<file path="src/fsb_pkg.sv">
// constants and types for the flash security and boot swap block
//
// Summary of operation
// - new security applies from next mode entry
// - chip-erase lock rejects programmer chip and block erase
// - chip-erase lock makes every lock permanent
// - block-erase lock blocks programmer, not self-programming
// - write lock blocks programmer write and block erase
// - boot-cluster-0 lock guards cluster and chip erase
// - boot-cluster-0 lock can never be undone
// - shipped state has all locks clear
// - programmer chip erase clears block and write locks
// - locks set from both paths, freely combined
// - pending interrupt request aborts self-programming
// - only mask bits stop an abort, not disable
// - self-programming resumes after re-entry
// - no self-programming on subsystem clock
// - oscillator forced on during self-programming
// - boot clusters are two 4 KB regions
// - swap flag remaps cluster 1 at reset
package fsb_pkg;
   // ****************************************************************
   // register bus
   // ****************************************************************
   localparam int          REG_AW        = 3;
   localparam int          REG_DW        = 16;
   localparam logic [2:0]  REG_CTRL      = 3'h0;
   localparam logic [2:0]  REG_CMD       = 3'h1;
   localparam logic [2:0]  REG_ADDR      = 3'h2;
   localparam logic [2:0]  REG_DATA      = 3'h3;
   localparam logic [2:0]  REG_SECSET    = 3'h4;
   localparam logic [2:0]  REG_STATUS    = 3'h5;
   localparam logic [2:0]  REG_NVSTAT    = 3'h6;
   localparam int          CTRL_ENTER    = 0;
   localparam int          CTRL_EXIT     = 1;
   localparam int          CTRL_RESUME   = 2;
   localparam int          ST_MODE_LSB   = 0;
   localparam int          ST_BUSY       = 4;
   localparam int          ST_DONE       = 5;
   localparam int          ST_ERR        = 6;
   localparam int          ST_ABORT      = 7;
   localparam int          ST_ACT_LSB    = 8;
   localparam int          ST_SWAP       = 12;
   // ****************************************************************
   // security bits
   // ****************************************************************
   localparam int          SEC_W         = 5;
   localparam int          SEC_CE        = 0;
   localparam int          SEC_BE        = 1;
   localparam int          SEC_WR        = 2;
   localparam int          SEC_BC0       = 3;
   localparam int          SEC_SWAP      = 4;
   localparam int          SEC_SWAP_CLR  = 5;
   localparam logic [4:0]  SEC_SHIPPED   = 5'h00;
   // ****************************************************************
   // flash addresses and commands
   // ****************************************************************
   localparam int          FA_W          = 16;
   localparam logic [15:0] BC1_BASE      = 16'h1000;
   localparam logic [15:0] BC_END        = 16'h2000;
   localparam int          IRQ_BYTES     = 4;
   localparam int          BOOT_WAIT     = 3;
   typedef enum logic [1:0] {
      OP_CHIP_ERASE  = 2'h0,
      OP_BLOCK_ERASE = 2'h1,
      OP_WRITE       = 2'h2,
      OP_SEC_SET     = 2'h3
   } fsb_op_t;
   typedef enum logic [3:0] {
      MD_BOOT   = 4'b0001,
      MD_NORMAL = 4'b0010,
      MD_PROG   = 4'b0100,
      MD_SELF   = 4'b1000
   } fsb_mode_t;
   typedef enum logic [1:0] {
      EX_IDLE = 2'b01,
      EX_BUSY = 2'b10
   } fsb_exec_t;
endpackage : fsb_pkg

</file>
<file path="src/fsb_nv_if.sv">
// carrier between the gating logic and the non-volatile security store
`timescale 1ns/1ps
`default_nettype none
interface fsb_nv_if;
   import fsb_pkg::*;
   logic              set_req;
   logic [SEC_W-1:0]  set_bits;
   logic              clr_req;
   logic              swap_clr;
   logic [SEC_W-1:0]  stored;
   modport gate  (output set_req, output set_bits, output clr_req, output swap_clr,
                  input stored);
   modport store (input set_req, input set_bits, input clr_req, input swap_clr,
                  output stored);
endinterface : fsb_nv_if
`default_nettype wire

</file>
<file path="src/fsb_gate.sv">
// flash command gating, self-programming control and boot swap mapping
//
// The placing of the registers and the address-and-strobe port were decided locally.
`timescale 1ns/1ps
`default_nettype none
module fsb_gate
   import fsb_pkg::*;
(
   input  wire logic              i_clk,
   input  wire logic              i_nrst,
   input  wire logic              i_npor,
   input  wire logic              i_flash_mode_select_pin,
   input  wire logic [REG_AW-1:0] i_addr,
   input  wire logic [REG_DW-1:0] i_wdata,
   input  wire logic              i_wr,
   input  wire logic              i_rd,
   output logic      [REG_DW-1:0] o_rdata,
   input  wire logic              i_pg_valid,
   input  wire logic [1:0]        i_pg_cmd,
   input  wire logic [FA_W-1:0]   i_pg_addr,
   input  wire logic [7:0]        i_pg_data,
   output logic                   o_pg_ack,
   output logic                   o_pg_nak,
   output logic                   o_fl_start,
   output logic      [1:0]        o_fl_op,
   output logic      [FA_W-1:0]   o_fl_addr,
   output logic      [7:0]        o_fl_data,
   output logic                   o_fl_abort,
   input  wire logic              i_fl_done,
   input  wire logic [7:0]        i_irq_request_flags_0_low,
   input  wire logic [7:0]        i_irq_request_flags_0_high,
   input  wire logic [7:0]        i_irq_request_flags_1_low,
   input  wire logic [7:0]        i_irq_request_flags_1_high,
   input  wire logic [7:0]        i_irq_mask_flags_0_low,
   input  wire logic [7:0]        i_irq_mask_flags_0_high,
   input  wire logic [7:0]        i_irq_mask_flags_1_low,
   input  wire logic [7:0]        i_irq_mask_flags_1_high,
   input  wire logic              i_cpu_on_subclk,
   input  wire logic              i_internal_osc_stop_flag,
   input  wire logic              i_cpu_stop,
   output logic                   o_hsosc_run,
   output logic                   o_boot_swap,
   input  wire logic [FA_W-1:0]   i_map_addr,
   output logic      [FA_W-1:0]   o_map_addr,
   output logic      [3:0]        o_mode
);
   fsb_nv_if nv ();

   fsb_nvstore u_nvstore (
      .i_clk  (i_clk),
      .i_npor (i_npor),
      .nv     (nv.store)
   );

   // ****************************************************************
   // declarations
   // ****************************************************************
   fsb_mode_t        mode_q;
   fsb_exec_t        ex_q;
   logic             pin_s1_q;
   logic             pin_s2_q;
   logic [1:0]       boot_cnt_q;
   logic [3:0]       act_q;
   logic             swap_act_q;
   logic             src_self_q;
   fsb_op_t          cur_op_q;
   logic [FA_W-1:0]  addr_q;
   logic [7:0]       data_q;
   logic [5:0]       secset_q;
   logic             done_q;
   logic             err_q;
   logic             aborted_q;
   logic [1:0]       self_op_q;
   logic [31:0]      irq_req;
   logic [31:0]      irq_msk;
   logic             irq_pend;
   logic             pg_rej;
   logic             self_rej;
   logic             wr_ctrl;
   logic             wr_cmd;
   logic             pg_take;
   logic             pg_go;
   logic             pg_sec;
   logic             self_go;
   logic             self_sec;
   logic             resume;
   logic             abort_now;
   fsb_op_t          pg_op;
   fsb_op_t          self_op;

   assign pg_op   = fsb_op_t'(i_pg_cmd);
   assign self_op = fsb_op_t'(wr_cmd ? i_wdata[1:0] : self_op_q);

   // ****************************************************************
   // pin synchroniser
   // ****************************************************************
   always_ff @(posedge i_clk or negedge i_nrst)
   begin
      if (!i_nrst)
      begin
         pin_s1_q <= 1'b0;
         pin_s2_q <= 1'b0;
      end
      else
      begin
         pin_s1_q <= i_flash_mode_select_pin;
         pin_s2_q <= pin_s1_q;
      end
   end

   // ****************************************************************
   // pending interrupt detection
   // ****************************************************************
   assign irq_req = {i_irq_request_flags_1_high, i_irq_request_flags_1_low,
                     i_irq_request_flags_0_high, i_irq_request_flags_0_low};
   assign irq_msk = {i_irq_mask_flags_1_high, i_irq_mask_flags_1_low,
                     i_irq_mask_flags_0_high, i_irq_mask_flags_0_low};

   logic [IRQ_BYTES-1:0] byte_pend;
   genvar g;
   generate
      for (g = 0; g < IRQ_BYTES; g++)
      begin : g_irq
         // global enable is deliberately not looked at
         assign byte_pend[g] = |(irq_req[8*g +: 8] & ~irq_msk[8*g +: 8]);
      end
   endgenerate
   assign irq_pend = |byte_pend;

   // ****************************************************************
   // command gating
   // ****************************************************************
   always_comb
   begin
      pg_rej = 1'b0;
      case (pg_op)
         OP_CHIP_ERASE:  pg_rej = act_q[SEC_CE] | act_q[SEC_BC0];
         OP_BLOCK_ERASE: pg_rej = act_q[SEC_CE] | act_q[SEC_BE] | act_q[SEC_WR]
                                  | (act_q[SEC_BC0] && i_pg_addr < BC1_BASE);
         OP_WRITE:       pg_rej = act_q[SEC_WR]
                                  | (act_q[SEC_BC0] && i_pg_addr < BC1_BASE);
         default:        pg_rej = 1'b0;
      endcase
   end

   always_comb
   begin
      self_rej = 1'b1;
      case (self_op)
         // no chip erase here, so self-programming cannot lift locks
         OP_CHIP_ERASE:  self_rej = 1'b1;
         OP_BLOCK_ERASE: self_rej = act_q[SEC_BC0] && addr_q < BC1_BASE;
         OP_WRITE:       self_rej = act_q[SEC_BC0] && addr_q < BC1_BASE;
         default:        self_rej = 1'b0;
      endcase
   end

   assign wr_ctrl   = i_wr && i_addr == REG_CTRL;
   assign wr_cmd    = i_wr && i_addr == REG_CMD && mode_q == MD_SELF;
   assign pg_take   = i_pg_valid && mode_q == MD_PROG;
   assign pg_sec    = pg_take && pg_op == OP_SEC_SET;
   assign pg_go     = pg_take && pg_op != OP_SEC_SET && ex_q == EX_IDLE && !pg_rej;
   assign resume    = wr_ctrl && i_wdata[CTRL_RESUME] && aborted_q && mode_q == MD_SELF;
   assign self_sec  = wr_cmd && self_op == OP_SEC_SET;
   assign self_go   = (wr_cmd || resume) && self_op != OP_SEC_SET && ex_q == EX_IDLE
                      && !self_rej;
   assign abort_now = mode_q == MD_SELF && ex_q == EX_BUSY && irq_pend && !i_fl_done;

   // ****************************************************************
   // operating mode
   // ****************************************************************
   always_ff @(posedge i_clk or negedge i_nrst)
   begin
      if (!i_nrst)
      begin
         mode_q     <= MD_BOOT;
         boot_cnt_q <= 2'h0;
         act_q      <= 4'h0;
         swap_act_q <= 1'b0;
      end
      else
      begin
         case (mode_q)
            MD_BOOT:
            begin
               // wait until the synchronised pin reflects the strap
               boot_cnt_q <= boot_cnt_q + 2'h1;
               if (boot_cnt_q == 2'(BOOT_WAIT))
               begin
                  act_q      <= nv.stored[3:0];
                  swap_act_q <= nv.stored[SEC_SWAP];
                  mode_q     <= pin_s2_q ? MD_PROG : MD_NORMAL;
               end
            end
            MD_NORMAL:
            begin
               // entry refused on subsystem clock or with the pin low
               if (wr_ctrl && i_wdata[CTRL_ENTER] && !i_cpu_on_subclk && pin_s2_q)
               begin
                  act_q  <= nv.stored[3:0];
                  mode_q <= MD_SELF;
               end
            end
            MD_SELF:
            begin
               if ((wr_ctrl && i_wdata[CTRL_EXIT] && ex_q == EX_IDLE) || i_cpu_on_subclk)
               begin
                  mode_q <= MD_NORMAL;
               end
            end
            MD_PROG:    mode_q <= MD_PROG;
            default:    mode_q <= MD_BOOT;
         endcase
      end
   end

   // ****************************************************************
   // flash operation sequencer
   // ****************************************************************
   always_ff @(posedge i_clk or negedge i_nrst)
   begin
      if (!i_nrst)
      begin
         ex_q       <= EX_IDLE;
         cur_op_q   <= OP_CHIP_ERASE;
         src_self_q <= 1'b0;
         o_fl_start <= 1'b0;
         o_fl_op    <= 2'h0;
         o_fl_addr  <= 16'h0000;
         o_fl_data  <= 8'h00;
         o_fl_abort <= 1'b0;
         o_pg_ack   <= 1'b0;
         o_pg_nak   <= 1'b0;
      end
      else
      begin
         o_fl_start <= 1'b0;
         o_fl_abort <= 1'b0;
         o_pg_ack   <= pg_sec;
         // rejected or busy commands never reach the array
         o_pg_nak   <= pg_take && !pg_sec && !pg_go;
         case (ex_q)
            EX_IDLE:
            begin
               if (pg_go || self_go)
               begin
                  ex_q       <= EX_BUSY;
                  cur_op_q   <= pg_go ? pg_op : self_op;
                  src_self_q <= !pg_go;
                  o_fl_start <= 1'b1;
                  o_fl_op    <= pg_go ? i_pg_cmd : self_op;
                  o_fl_addr  <= pg_go ? i_pg_addr : addr_q;
                  o_fl_data  <= pg_go ? i_pg_data : data_q;
               end
            end
            EX_BUSY:
            begin
               if (i_fl_done)
               begin
                  ex_q     <= EX_IDLE;
                  o_pg_ack <= !src_self_q;
               end
               else if (abort_now)
               begin
                  ex_q       <= EX_IDLE;
                  o_fl_abort <= 1'b1;
               end
            end
            default: ex_q <= EX_IDLE;
         endcase
      end
   end

   // security writes wait for the next entry
   assign nv.set_req  = pg_sec || self_sec;
   assign nv.set_bits = pg_sec ? i_pg_data[SEC_W-1:0] : secset_q[SEC_W-1:0];
   assign nv.swap_clr = (pg_sec && i_pg_data[SEC_SWAP_CLR]) || (self_sec && secset_q[SEC_SWAP_CLR]);
   assign nv.clr_req  = ex_q == EX_BUSY && i_fl_done && !src_self_q
                        && cur_op_q == OP_CHIP_ERASE;

   // ****************************************************************
   // software registers and status
   // ****************************************************************
   always_ff @(posedge i_clk or negedge i_nrst)
   begin
      if (!i_nrst)
      begin
         addr_q    <= 16'h0000;
         data_q    <= 8'h00;
         secset_q  <= 6'h00;
         self_op_q <= 2'h0;
         done_q    <= 1'b0;
         err_q     <= 1'b0;
         aborted_q <= 1'b0;
      end
      else
      begin
         if (i_wr && i_addr == REG_ADDR)
            addr_q <= i_wdata;
         if (i_wr && i_addr == REG_DATA)
            data_q <= i_wdata[7:0];
         if (i_wr && i_addr == REG_SECSET)
            secset_q <= i_wdata[5:0];
         if (wr_cmd)
         begin
            self_op_q <= i_wdata[1:0];
            done_q    <= self_sec;
            err_q     <= !self_sec && !self_go;
         end
         if (resume)
         begin
            err_q <= !self_go;
         end
         if (self_go)
            aborted_q <= 1'b0;
         // events win over the clears above
         if (ex_q == EX_BUSY && src_self_q && i_fl_done)
            done_q <= 1'b1;
         if (abort_now)
            aborted_q <= 1'b1;
      end
   end

   always_ff @(posedge i_clk or negedge i_nrst)
   begin
      if (!i_nrst)
      begin
         o_rdata <= 16'h0000;
      end
      else
      begin
         o_rdata <= 16'h0000;
         if (i_rd)
         begin
            case (i_addr)
               REG_ADDR:   o_rdata <= addr_q;
               REG_DATA:   o_rdata <= {8'h00, data_q};
               REG_SECSET: o_rdata <= {10'h000, secset_q};
               REG_STATUS:
               begin
                  o_rdata[ST_MODE_LSB +: 4] <= mode_q;
                  o_rdata[ST_BUSY]          <= ex_q == EX_BUSY;
                  o_rdata[ST_DONE]          <= done_q;
                  o_rdata[ST_ERR]           <= err_q;
                  o_rdata[ST_ABORT]         <= aborted_q;
                  o_rdata[ST_ACT_LSB +: 4]  <= act_q;
                  o_rdata[ST_SWAP]          <= swap_act_q;
               end
               REG_NVSTAT: o_rdata <= {11'h000, nv.stored};
               default:    o_rdata <= 16'h0000;
            endcase
         end
      end
   end

   // ****************************************************************
   // oscillator and boot swap outputs
   // ****************************************************************
   always_ff @(posedge i_clk or negedge i_nrst)
   begin
      if (!i_nrst)
      begin
         o_hsosc_run <= 1'b1;
         o_boot_swap <= 1'b0;
         o_map_addr  <= 16'h0000;
         o_mode      <= 4'h0;
      end
      else
      begin
         // forced on while self-programming
         o_hsosc_run <= mode_q == MD_SELF || !(i_internal_osc_stop_flag || i_cpu_stop);
         o_boot_swap <= swap_act_q;
         o_mode      <= mode_q;
         // swapping the two 4 KB clusters is a single address-bit flip
         if (swap_act_q && i_map_addr < BC_END)
            o_map_addr <= i_map_addr ^ BC1_BASE;
         else
            o_map_addr <= i_map_addr;
      end
   end
endmodule : fsb_gate
`default_nettype wire

</file>
<file path="src/fsb_nvstore.sv">
// non-volatile security and boot swap bits
`timescale 1ns/1ps
`default_nettype none
module fsb_nvstore
   import fsb_pkg::*;
(
   input  wire logic  i_clk,
   input  wire logic  i_npor,
   fsb_nv_if.store    nv
);
   logic [SEC_W-1:0] bits_q;

   // ****************************************************************
   // storage
   // ****************************************************************
   // only power-on restores the shipped state
   always_ff @(posedge i_clk or negedge i_npor)
   begin
      if (!i_npor)
      begin
         bits_q <= SEC_SHIPPED;
      end
      else
      begin
         // locks accumulate from either path; programmer chip erase clears block and write locks
         if (nv.clr_req && !bits_q[SEC_CE])
         begin
            // only block and write locks clear; boot-cluster lock stays
            bits_q[SEC_BE] <= nv.set_req & nv.set_bits[SEC_BE];
            bits_q[SEC_WR] <= nv.set_req & nv.set_bits[SEC_WR];
         end
         else if (nv.set_req)
         begin
            bits_q[SEC_BE] <= bits_q[SEC_BE] | nv.set_bits[SEC_BE];
            bits_q[SEC_WR] <= bits_q[SEC_WR] | nv.set_bits[SEC_WR];
         end
         if (nv.set_req)
         begin
            bits_q[SEC_CE]  <= bits_q[SEC_CE] | nv.set_bits[SEC_CE];
            bits_q[SEC_BC0] <= bits_q[SEC_BC0] | nv.set_bits[SEC_BC0];
         end
         // set wins over clear on the swap flag
         if (nv.set_req && nv.set_bits[SEC_SWAP])
         begin
            bits_q[SEC_SWAP] <= 1'b1;
         end
         else if (nv.swap_clr)
         begin
            bits_q[SEC_SWAP] <= 1'b0;
         end
      end
   end

   assign nv.stored = bits_q;
endmodule : fsb_nvstore
`default_nettype wire

</file>
<file path="config.mk">
export PLATFORM = sky130hd
export DESIGN_NAME = fsb_gate
export DESIGN_NICKNAME = d
export VERILOG_FILES = /design/src/fsb_pkg.sv /design/src/fsb_nv_if.sv /design/src/fsb_gate.sv /design/src/fsb_nvstore.sv
export SDC_FILE = /design/constraint.sdc
export NUM_CORES = 1
export LEC_CHECK = 0
export ABC_CLOCK_PERIOD_IN_PS = 3220
export BUFFER_PORTS_ARGS = -buffer_cell sky130_fd_sc_hd__buf_4
export CAP_MARGIN = 20
export CORE_MARGIN = 1
export CORE_UTILIZATION = 45
export DETAILED_ROUTE_END_ITERATION = 8
export GPL_ROUTABILITY_DRIVEN = 0
export PLACE_DENSITY = 0.81
export SLEW_MARGIN = 20
export SYNTH_ARGS = -nofsm -noshare
export SYNTH_HDL_FRONTEND = slang
export SYNTH_HIERARCHICAL = 1
export SYNTH_SLANG_ARGS = --single-unit
</file>
<file path="constraint.sdc">
create_clock -name i_clk -period 3.22 [get_ports i_clk]
set_input_delay 0.322 -clock i_clk [delete_from_list [all_inputs] [get_ports i_clk]]
set_output_delay 0.322 -clock i_clk [all_outputs]
set_load 0.05 [all_outputs]
</file>
==> summary.txt, run 1 <==
Detailed routing
  • Iter 0 DRT Violations: 281
  • DR pass1 iterations: 5
  • WL per Instance: about 18 um
  • Overall routed net length: approximately 15000 um
  • DRC: 0
  • Wire length on met2: between 7000 and 8000 um
  • WL met3: about 1200 um
  • Vias: about 4600
  • Wl on met1: roughly 5900 um
  • Highest metal used: met4
  • Vias/cell: between 5 and 6
  • Post-DRT Antenna Nets: 0

Yosys
  • Synth top area share: a little over half
  • Post-synthesis sequential area ratio: 56.2%
  • Synth Flop Type: dfrtp_1
  • Largest family of logic cells by synthesized area: multiplexers
  • Synth async-reset ratio: 100%
  • Yosys top cell by area: dfrtp_1
  • Synth Area in Adders: between 1.5 and 2%
  • Yosys reg bits: roughly 120
  • Synth Area in Simple Gates: between 10% and 20%
  • Number of library cell types mapped by synthesis: 54
  • Synth Area in Compound Gates: 10.8%
  • Syn Nets: 610
  • Proportion of synthesized area in mux cells: around 15%
  • EDFF count, synth: 0
  • Synthesized area: roughly 0.0055 sq mm
  • Avg Inst Size Synth: 11.8 sq um
  • Post-synthesis xor/xnor area fraction: 0.476%
  • Post-Syn Instances: roughly 470
  • Synth warnings: 6
  • Area contributors post-synth: dfrtp_1 55%, mux2_2 9.0%, mux2i_1 5.6%

Final layout
  • # nets final: 826
  • Finished Layout Cells: approximately 840
  • Layout filler cell count: approximately 920
  • Antenna diode count: 0
  • Share of layout cells above drive strength 1: between 40% and 50%
  • Area Growth Syn to Fin: 43.1%

STA
  • Final Cycle Share: slightly above 90%
  • Final hold vios: 0
  • Final Setup Violations: 0
  • Setup TNS: 0 ps
  • Slew Viols, Final: 0
  • Relative slew slack: 40.2%
  • Clock Skews: between 8 and 9 ps
  • Tmin final: slightly below 3000 ps
  • FMAX: about 0.34 GHz
  • RSZ-0062 raised after global routing: false
  • Final hold slack: 15.9 ps
  • Slew @ Worst Pin: 896 ps

Worst setup path
  • CP Max Fanout: 26
  • WS Path Type: reg2reg
  • Worst path cell trace: nor4b_4, nand3_1, mux2_2, ha_1, or3b_2, a211oi_1, nand2_1, buf_12, mux2i_1, a21oi_1
  • CP required: roughly 3500 ps
  • Critical Path Max Stage Delay: 440 ps
  • Slowest cell on the critical path: or3b_2
  • Setup crit end kind: register
  • Arrival time worst endpoint: about 3300 ps
  • R2R depth: 10
  • Nature of the critical path startpoint: register

Die
  • I/O Pins: between 200 and 250
  • Die extent in x: 113 um
  • Core area: 0.0120 sq mm
  • Starting Density: a little under half
  • DIE HEIGHT: between 100 and 150 um
  • Row cnt: 40
  • Die ar.: 0.0127 sq mm

Clock tree
  • TritonCTS Buffers: 17
  • Clk buf depth: 2
  • Worst-Skew Late Latency: slightly above 400 ps
  • Clock transition at path regs: around 50 ps
  • Root Buffer: clkbuf_16
  • TritonCTS clock tree: done
  • Num Clock Sinks: 124
  • H-tree depth: 4
  • Post-CTS Setup Inserts: 0

Power
  • Worst VDD drop: slightly below 0.5 mV
  • Pwr dens: approximately 800 mW/mm^2
  • Pleak: 4.10 nW

Global routing
  • First-pass GRT wire length: between 20000 and 25000 um
  • Vias in the first global route: 4793
  • Initial antenna violation count: 0
  • Total gr overflow: 0
  • Largest net degree at the start of global routing: 59
  • Tot GR Track Use: roughly a quarter

Job
  • Max-Cap Viols: 0

Min path
  • Hold path depth: 1
  • Worst min-delay path class: in2reg

Place
  • DP HPWL: 11200 um
  • Placed Cells incl. Taps: slightly above 800
  • # port buffers: ~200

Outcome
  • Status: finished, final reports clean
-- cells in the mapped netlist, types with 3 or more instances --
| master | number |
|---|---|
| clkbuf_1 | 13 |
| ha_1 | 7 |
| o21ai_0 | 9 |
| o2111ai_1 | 4 |
| a222oi_1 | 4 |
| a22o_1 | 6 |
| a21o_1 | 4 |
| nand2b_1 | 14 |
| dfstp_2 | 3 |
| and3_1 | 3 |
| mux2i_1 | 31 |
| a22oi_1 | 9 |
| nor2b_1 | 15 |
| nand2_1 | 16 |
| and2_1 | 3 |
| a21oi_1 | 26 |
| mux2_1 | 4 |
| inv_1 | 29 |
| nor4_1 | 6 |
| nand3_1 | 4 |
| nor4b_1 | 4 |
| nor2_1 | 35 |
| mux2_2 | 44 |
| dfrtp_1 | 121 |
| buf_2 | 6 |
| o22ai_1 | 9 |
-- critical path: cells and delay by family (launching register included) --
family,cells,cell delay (ps)
AO/OA/AOI/OAI,2,310
adder cells (fa/ha/maj),1,240
buffers and inverters,1,200
flip-flops,1,400
multiplexers,2,540
AND/OR/NAND/NOR,4,1120
-- stage by stage --
step	util [%]	total power, mW	cell area (sq um)	setup WS (ps)
global route	65.8	6.60	7910	33.4
global placement	60.3	4.28	7250	243
finish	65.8	6.34	7910	242
detailed placement	60.3	4.35	7250	73.4
floorplan	-	3.58	5530	243
CTS	65.7	6.36	7890	61.2
-- registers in the layout, summed over array words and instances, names as in the netlist, 5 cells and up --
| name | cells |
|---|---|
| o_fl_addr | 16 |
| u_nvstore/nv.stored | 5 |
| secset_q | 6 |
| o_map_addr | 16 |
| addr_q | 16 |
| o_fl_data | 8 |
| data_q | 8 |
| o_rdata | 16 |
-- logic make-up after synthesis --
family / after synthesis
adder cells (fa/ha/maj): 7
AND/OR/NAND/NOR: 115
flip-flops: 124
XOR/XNOR: 3
buffers and inverters: 51
AO/OA/AOI/OAI: 88
multiplexers: 79
-- layout make-up --
| class | count | area (sq um) | area share (%) |
|---|---|---|---|
| clock buffers | 26 | 519 | 6.57 |
| clock inverters | 6 | 105 | 1.33 |
| inverters | 29 | 109 | 1.38 |
| multi-input cells | 292 | 2220 | 28.1 |
| flip-flops and latches | 124 | 3110 | 39.3 |
| well taps | 147 | 184 | 2.33 |
| repair buffers | 219 | 1660 | 21.0 |
-- final timing paths --
check,start,end,slack (ps)
max,mode_q[1],o_fl_addr[1],240
min,i_map_addr[5],o_map_addr[5],20
max reg2reg,mode_q[1],o_fl_addr[1],240
min reg2reg,pin_s1_q,pin_s2_q,360
max in group asynchronous,i_nrst,mode_q[0],1750
min in group asynchronous,i_npor,u_nvstore/nv.stored[0],280
-- metal layers --
metal | vias to the layer above | GRT usage, %
met2 | 245 | 43.4
li1 | 2093 | -
met5 | - | 0
met3 | 35 | 6.80
met1 | 2220 | 29.4
met4 | 0 | 12.4
-- report_power, final --
group          switching (mW)  internal (mW)
Clock                   0.651           1.34
Sequential              0.294           1.95
Combinational            1.29          0.811
Total                    2.24           4.10
-- what timing repair did --
| action | in CTS | in global routing |
|---|---|---|
| hold endpoints to repair | 18 | 0 |
| endpoints found under the setup margin | 0 | 29 |
| hold buffers | 2 | 0 |
| resized for setup | 0 | 2 |
-- cells in the final DEF, fill, tap and decap left out, drive strengths merged, types with 3 or more instances in the layout --
cell type and instances:
and3 3, bufinv 3, a21o 5, nor2b 15, dfstp 3, a22oi 9
nor4b 4, nor2 35, a22o 6, nand2 16, mux2i 31, a21oi 26
clkinv 3, a222oi 4, o22ai 9, and2 3, or4b 3, o21ai 9
dfrtp 121, nand2b 15, nor4 7, mux2 48, ha 7, clkbuf 26
o2111ai 4, nand3 4, inv 29, buf 217
(Power assumes the default switching activity.)
==> inputs of run 2 (changes only) <==
--- a/config.mk
+++ b/config.mk
@@ -16,5 +16,4 @@
 export SLEW_MARGIN = 20
 export SYNTH_ARGS = -nofsm -noshare
 export SYNTH_HDL_FRONTEND = slang
-export SYNTH_HIERARCHICAL = 1
 export SYNTH_SLANG_ARGS = --single-unit
==> summary.txt, run 2 <==
Power
  • Worst VDD drop: 0.698 mV (+43%)
  • Pwr dens: 795 mW/mm^2 (-0.85%)
  • Pleak: 3.85 nW (-6.1%)

Detailed routing
  • Vias: 4965 (+8.1%)
  • DR pass1 iterations: 5 (unchanged)
  • Vias/cell: 5.54 (+1.6%)
  • DRC: 0 (unchanged)
  • Iter 0 DRT Violations: 336 (+20%)
  • Overall routed net length: 16200 um (+6.7%)
  • WL per Instance: 18.1 um (+0.30%)
  • Post-DRT Antenna Nets: 0 (unchanged)

Worst setup path
  • WS Path Type: reg2reg
  • CP Max Fanout: 14 (-46%)
  • Setup crit end kind: register
  • R2R depth: 10 (unchanged)
  • Arrival time worst endpoint: 3400 ps (+140 ps)
  • CP required: 3520 ps (+20 ps)
  • Nature of the critical path startpoint: register

Yosys
  • Syn Nets: 643 (+5.4%)
  • Yosys reg bits: 124 (unchanged)
  • Most common cell in the netlist: dfrtp_1
  • EDFF count, synth: 0 (unchanged)
  • Synth Flop Type: dfrtp_1
  • Yosys top cell by area: dfrtp_1
  • Synthesized area: 0.00558 sq mm (+1.0%)
  • Avg Inst Size Synth: 11.1 sq um (-6.0%)
  • Number of library cell types mapped by synthesis: 57 (+5.6%)
  • Synth async-reset ratio: 100% (unchanged)
  • Synth top area share: 54.2% (-0.56 points)
  • Area contributors post-synth: dfrtp_1 54%, mux2_2 8.9%, a31oi_1 2.8%
  • Post-synthesis sequential area ratio: 55.6% (-0.58 points)
  • Post-synth top cells: 121 x dfrtp_1, 44 x mux2_2, 33 x nor2_1
  • Synth warnings: 0 (-6)
  • Post-Syn Instances: 502 (+7.5%)

Die
  • Row cnt: 40 (unchanged)
  • Die extent in x: 113 um (+0.51%)
  • I/O Pins: 204 (unchanged)
  • DIE HEIGHT: 113 um (+0.51%)
  • Starting Density: 46.3% (+0.29 points)
  • Die ar.: 0.0129 sq mm (+1.0%)
  • Core area: 0.0121 sq mm (+0.42%)

Final layout
  • Multi-input logic area: 0.00226 sq mm (+1.7%)
  • End-of-flow core utilization: 66.4% (+0.56 points)
  • Antenna diode count: 0 (unchanged)
  • Share of layout cells above drive strength 1: 42.4% (-0.86 points)
  • Most frequent cells in the layout: 219 x buf_4, 121 x dfrtp_1, 42 x mux2_2, 33 x nor2_1, 30 x a21oi_1
  • Area Growth Syn to Fin: 43.4%
  • Area taken by flip-flops and latches: 0.00311 sq mm (unchanged)
  • Most common cell after layout, fill and taps aside: buf_4
  • Layout filler cell count: 918 (-0.54%)
  • Final instance area: 0.00801 sq mm (+1.3%)
  • # nets final: 857 (+3.8%)

Global routing
  • Tot GR Track Use: 26.3% (+0.97 points)
  • Total gr overflow: 0 (unchanged)
  • Largest net degree at the start of global routing: 62 (+5.1%)
  • Vias in the first global route: 5007 (+4.5%)
  • Initial antenna violation count: 0 (unchanged)
  • First-pass GRT wire length: 25600 um (+5.5%)

Place
  • DP HPWL: 11900 um (+5.6%)
  • # port buffers: 203 (unchanged)
  • DP Area: 0.00735 sq mm (+1.4%)
  • Dpl ws: 65.8 ps (-7.63 ps)

Outcome
  • Failing checks: negative hold slack
  • Status: finished, violations left

STA
  • Slew @ Worst Pin: 1070 ps (+173 ps)
  • Final hold slack: -29.6 ps (-45.5 ps)
  • Final Cycle Share: 96.5% (+4.0 points)
  • FMAX: 0.322 GHz (-4.1%)
  • Slew Viols, Final: 0 (unchanged)
  • RSZ-0062 raised after global routing: false
  • Relative slew slack: 28.7% (-12 points)
  • Tmin final: 3110 ps (+128 ps)
  • Clock Skews: 11.1 ps (+2.36 ps)
  • Final hold vios: 21 (+21)
  • Final Setup Violations: 0 (unchanged)
  • Setup TNS: 0 ps (unchanged)
  • Final setup margin: 114 ps (-128 ps)

Clock tree
  • Clk buf depth: 2 (unchanged)
  • TritonCTS Buffers: 17 (unchanged)
  • Clock transition at path regs: 60 ps (about the same)
  • Worst-Skew Late Latency: 420 ps (about the same)
  • H-tree depth: 4 (unchanged)
  • Root Buffer: clkbuf_16
  • Num Clock Sinks: 124 (unchanged)
  • Post-CTS Setup Inserts: 0 (unchanged)
  • TritonCTS clock tree: done

Min path
  • Worst min-delay path class: in2async

Job
  • Max-Cap Viols: 0 (unchanged)
==> run 2: changes by cell type after synthesis, moves of 6 or more <==
cell,delta
mux2i_1,-27
a31oi_1,+24
o21ai_1,+21
o21ai_0,+8
nand2_1,+6
==> run 2: area by class of cell <==
type	count	area share, %
repair buffers	226	21.7
inverters	25	1.17
clock inverters	11	1.78
multi-input cells	322	28.2
clock buffers	21	5.75
well taps	168	2.63
flip-flops and latches	124	38.8
==> run 2: routing by layer <==
metal  GRT usage [%]  share of wire (%)
met1            33.4                 41
met2            41.8                 49
met3            7.39                7.6
met4            12.3                2.8
met5               0                  0
==> run 2: timing repair <==
item | 4_1_cts | 5_1_grt
hold endpoints to repair | 6 | 3
endpoints found under the setup margin | 0 | 2
gates resized for setup | 0 | 1
hold buffers | 2 | 3
==> run 2: logic make-up (layout without fill, tap and decap cells) <==
| logic type | count (synthesis) | in the layout | share of synthesized area, % |
|---|---|---|---|
| AO/OA/AOI/OAI | 146 | 146 | 16.7 |
| flip-flops | 124 | 124 | 55.6 |
| AND/OR/NAND/NOR | 120 | 120 | 12.0 |
| buffers and inverters | 56 | 283 | 4.53 |
| multiplexers | 48 | 48 | 9.59 |
| adder cells (fa/ha/maj) | 5 | 5 | 1.12 |
| XOR/XNOR | 3 | 3 | 0.471 |
==> run 2: stage by stage <==
stage               instances  hold slack (ps)  power (mW)
floorplan                 502             26.4        3.63
global placement          860              131        4.35
detailed placement        860              131        4.41
CTS                       894             1.56        6.36
global route              897           0.0361        6.62
finish                    897            -29.6        6.37
==> run 2: worst max-delay path, stage by stage, from the launching register on <==
cell	delay [ps]
dfrtp_1	380
or4b_1	580
or2_1	310
mux2_4	350
ha_4	170
nor4b_1	340
and3_4	270
nor4_4	60
buf_4	190
a31oi_1	230
a21oi_1	100
==> run 2: power by group <==
| group | internal, mW | switching [mW] | total [mW] |
|---|---|---|---|
| sequential | 1.96 | 0.315 | 2.27 |
| combinational | 0.810 | 1.35 | 2.16 |
| clock | 1.25 | 0.684 | 1.93 |
| total | 4.02 | 2.35 | 6.37 |
==> run 2: worst paths after layout <==
| kind | from | endpoint | slack (ps) |
|---|---|---|---|
| setup / recovery | mode_q[2] | o_fl_data[4] | 110 |
| hold / removal | i_nrst | o_map_addr[0] | -30 |
| setup reg to reg | mode_q[2] | o_fl_data[4] | 110 |
| hold reg to reg | pin_s1_q | pin_s2_q | 350 |
| max in group asynchronous | i_nrst | ex_q[0] | 2420 |
| min in group i_clk | i_map_addr[2] | o_map_addr[2] | 10 |
==> inputs of run 3 (changes only) <==
--- a/config.mk
+++ b/config.mk
@@ -5,6 +5,7 @@
 export SDC_FILE = /design/constraint.sdc
 export NUM_CORES = 1
 export LEC_CHECK = 0
+export ABC_AREA = 1
 export ABC_CLOCK_PERIOD_IN_PS = 3220
 export BUFFER_PORTS_ARGS = -buffer_cell sky130_fd_sc_hd__buf_4
 export CAP_MARGIN = 20
@@ -12,7 +13,7 @@
 export CORE_UTILIZATION = 45
 export DETAILED_ROUTE_END_ITERATION = 8
 export GPL_ROUTABILITY_DRIVEN = 0
-export PLACE_DENSITY = 0.81
+export PLACE_DENSITY = 0.7
 export SLEW_MARGIN = 20
 export SYNTH_ARGS = -nofsm -noshare
 export SYNTH_HDL_FRONTEND = slang
==> summary.txt, run 3 <==
Outcome
  • Status: finished, final reports clean

STA
  • Slew Viols, Final: 0 (unchanged)
  • Final Setup Violations: 0 (unchanged)
  • Clock Skews: 7.49 ps (-3.62 ps)
  • Final hold vios: 0 (-100%)
  • RSZ-0062 raised after global routing: false
  • Setup TNS: 0 ps (unchanged)
  • Final hold slack: 9.13 ps (+38.8 ps)
  • Tmin final: 2470 ps (-634 ps)
  • FMAX: 0.404 GHz (+26%)
  • Relative slew slack: 43.7% (+15 points)
  • Slew @ Worst Pin: 844 ps (-226 ps)
  • Final setup margin: 747 ps (+634 ps)
  • Final Cycle Share: 76.8% (-20 points)

Power
  • Sw Share: 38.3% (+1.4 points)
  • Pwr dens: 736 mW/mm^2 (-7.5%)
  • Int Power: 3.64 mW (-9.6%)
  • Combinational share of power: 32.2% (-1.7 points)
  • Worst VDD drop: 0.380 mV (-46%)
  • Pleak: 4.35 nW (+13%)
  • Clock share of power: 30.9% (+0.5 points)
  • Psw: 2.25 mW (-3.9%)
  • Seq pwr share: 36.9% (+1.2 points)

Min path
  • Worst min-delay path class: in2async

Global routing
  • Vias in the first global route: 5373 (+7.3%)
  • First-pass GRT wire length: 27400 um (+6.9%)
  • Initial antenna violation count: 0 (unchanged)
  • Total gr overflow: 0 (unchanged)
  • Largest net degree at the start of global routing: 69 (+11%)
  • Tot GR Track Use: 28.4% (+2.1 points)

Yosys
  • Most common cell in the netlist: nand2_1
  • Yosys reg bits: 124 (unchanged)
  • Yosys top cell by area: dfrtp_1
  • EDFF count, synth: 0 (unchanged)
  • Avg Inst Size Synth: 8.40 sq um (-24%)
  • Post-synthesis sequential area ratio: 55.7% (+0.062 points)
  • Synth warnings: 0 (unchanged)
  • Number of library cell types mapped by synthesis: 34 (-40%)
  • Post-synth top cells: 202 x nand2_1, 121 x dfrtp_1, 82 x inv_1
  • Synth top area share: 54.3% (+0.061 points)
  • Synthesized area: 0.00558 sq mm (-0.11%)
  • Synth Flop Type: dfrtp_1
  • Post-Syn Instances: 664 (+32%)
  • Syn Nets: 805 (+25%)
  • Area contributors post-synth: dfrtp_1 54%, nand2_1 14%, nand3_1 6.8%
  • Synth async-reset ratio: 100% (unchanged)

Worst setup path
  • Crit path to: o_fl_addr[12]
  • Worst flop-to-flop path endpoint: o_fl_addr[12]
  • R2R depth: 15 (+5)
  • Nature of the critical path startpoint: register
  • Setup crit end kind: register
  • CP Max Fanout: 24 (+10)
  • WS Path Type: reg2reg
  • Arrival time worst endpoint: 2840 ps (-560 ps)
  • Reg2reg start: mode_q[0]
  • CP required: 3590 ps (+70 ps)
  • Crit. Startpoint: mode_q[0]
  • Flop2flop setup slack: 750 ps (+630 ps)

Final layout
  • Share of layout cells above drive strength 1: 28.3% (-14 points)
  • Most common cell after layout, fill and taps aside: buf_4
  • Antenna diode count: 0 (unchanged)
  • Layout filler cell count: 1013 (+10%)
  • # nets final: 1029 (+20%)
  • Area Growth Syn to Fin: 43.5% (about the same)
  • Most frequent cells in the layout: 207 x buf_4, 202 x nand2_1, 121 x dfrtp_1, 82 x inv_1, 76 x nand3_1

Detailed routing
  • Vias/cell: 5.11 (-7.6%)
  • DR pass1 iterations: 5 (unchanged)
  • Post-DRT Antenna Nets: 0 (unchanged)
  • Iter 0 DRT Violations: 538 (+60%)
  • Vias: 5466 (+10%)
  • WL per Instance: 16.0 um (-12%)
  • Overall routed net length: 17100 um (+5.2%)
  • DRC: 0 (unchanged)

Place
  • # port buffers: 203 (unchanged)
  • DP HPWL: 12400 um (+4.4%)
  • Dpl ws: 826 ps (+760 ps)

Clock tree
  • TritonCTS clock tree: done
  • Worst-Skew Late Latency: 430 ps (about the same)
  • TritonCTS Buffers: 17 (unchanged)
  • Clock transition at path regs: 60 ps (about the same)
  • Clk buf depth: 2 (unchanged)
  • Root Buffer: clkbuf_16
  • Num Clock Sinks: 124 (unchanged)
  • H-tree depth: 4 (unchanged)
  • Post-cts sizing count: 0 (unchanged)

Die
  • Die extent in x: 113 um (about the same)
  • DIE HEIGHT: 113 um (about the same)
  • Starting Density: 46.2% (-0.052 points)
  • Die ar.: 0.0128 sq mm (-0.12%)
  • Row cnt: 40 (unchanged)
  • Core area: 0.0121 sq mm (unchanged)
  • I/O Pins: 204 (unchanged)

Job
  • Max-Cap Viols: 0 (unchanged)
[run 3: cell types whose count changed after synthesis, moves of 15 or more]
cell      before  now
nand2_1       22  202
a21oi_1       30   10
a31oi_1       25    4
mux2_2        44    5
nand3_1        2   76
o21ai_1       21    2
nand2b_1      15    0
o21ai_0       17   36
inv_1         25   82
[run 3: logic make-up after synthesis]
family / Yosys count / synth area share, %
muxes: 5 / 1.01
AOI/OAI and AO/OA: 83 / 8.57
DFF: 124 / 55.7
adders and majority gates: 5 / 1.12
buffers and inverters: 105 / 7.56
and+or+nand+nor: 340 / 25.7
xor gates and xnor gates: 2 / 0.314
[run 3: repair_timing]
item | 4_1_cts | 5_1_grt
endpoints found under the hold margin | 21 | 0
hold buffers | 17 | 0
buffers inserted | 0 | 0
setup endpoints to repair | 0 | 0
[run 3: routing by layer]
layer	part of all wire (%)	vias to the layer above	track usage (%)	wire (um)
met2	48	252	45.1	8210
met5	0	-	0	0
li1	-	2590	-	-
met1	42	2572	36.3	7190
met4	3.4	0	14.1	578
met3	6.5	52	7.18	1110
[run 3: how the worst min path moves through the flow]
stage | from | cells after the start | to | slack [ps]
3_3_place_gp | i_npor | 1 | u_nvstore.nv.stored[4] | 120
2_1_floorplan | i_nrst | 0 | aborted_q | 30
3_5_place_dp | i_npor | 1 | u_nvstore.nv.stored[4] | 130
5_1_grt | i_internal_osc_stop_flag | 2 | o_hsosc_run | 60
6_report | i_nrst | 1 | o_map_addr[5] | 9
4_1_cts | i_nrst | 1 | act_q[1] | 20
[run 3: cell type report]
cell class / instances / area [sq um] / share of cell area (%)
well taps: 168 / 210 / 2.63
repair buffers: 225 / 1740 / 21.8
flip-flops and latches: 124 / 3110 / 38.8
multi-input cells: 435 / 2050 / 25.6
clock buffers: 19 / 453 / 5.66
inverters: 85 / 319 / 3.99
clock inverters: 13 / 119 / 1.49
[run 3: power groups by stage]
stage / Sequential (mW) / Combinational, mW / Clock [mW]
after detailed placement: 2.19 / 1.87 / 0
after floorplan: 2.75 / 0.589 / 0
final: 2.17 / 1.90 / 1.82
after global routing: 2.20 / 2.06 / 1.92
after CTS: 2.17 / 1.90 / 1.84
after global placement: 2.18 / 1.83 / 0
[run 3: through the flow]
step	total power [mW]	cell area (sq um)	std cells	utilization, %
2_1_floorplan	3.34	5580	664	-
6_report	5.89	8000	1069	66.4
3_5_place_dp	4.06	7260	1020	60.2
4_1_cts	5.91	8000	1069	66.4
5_1_grt	6.19	8000	1069	66.4
3_3_place_gp	4.01	7260	1020	60.2
[run 3: worst max-delay path, cell delays in order (launching register included)]
cell	delay (ps)
dfstp_2	550
inv_1	70
nand2_1	110
nor2_4	60
nand2_1	160
nand2_1	70
nand2_1	100
inv_1	90
ha_1	290
nand3_1	70
nand2_1	70
nand2_1	50
nand2_2	150
buf_4	320
nand3_1	140
nand2_1	90
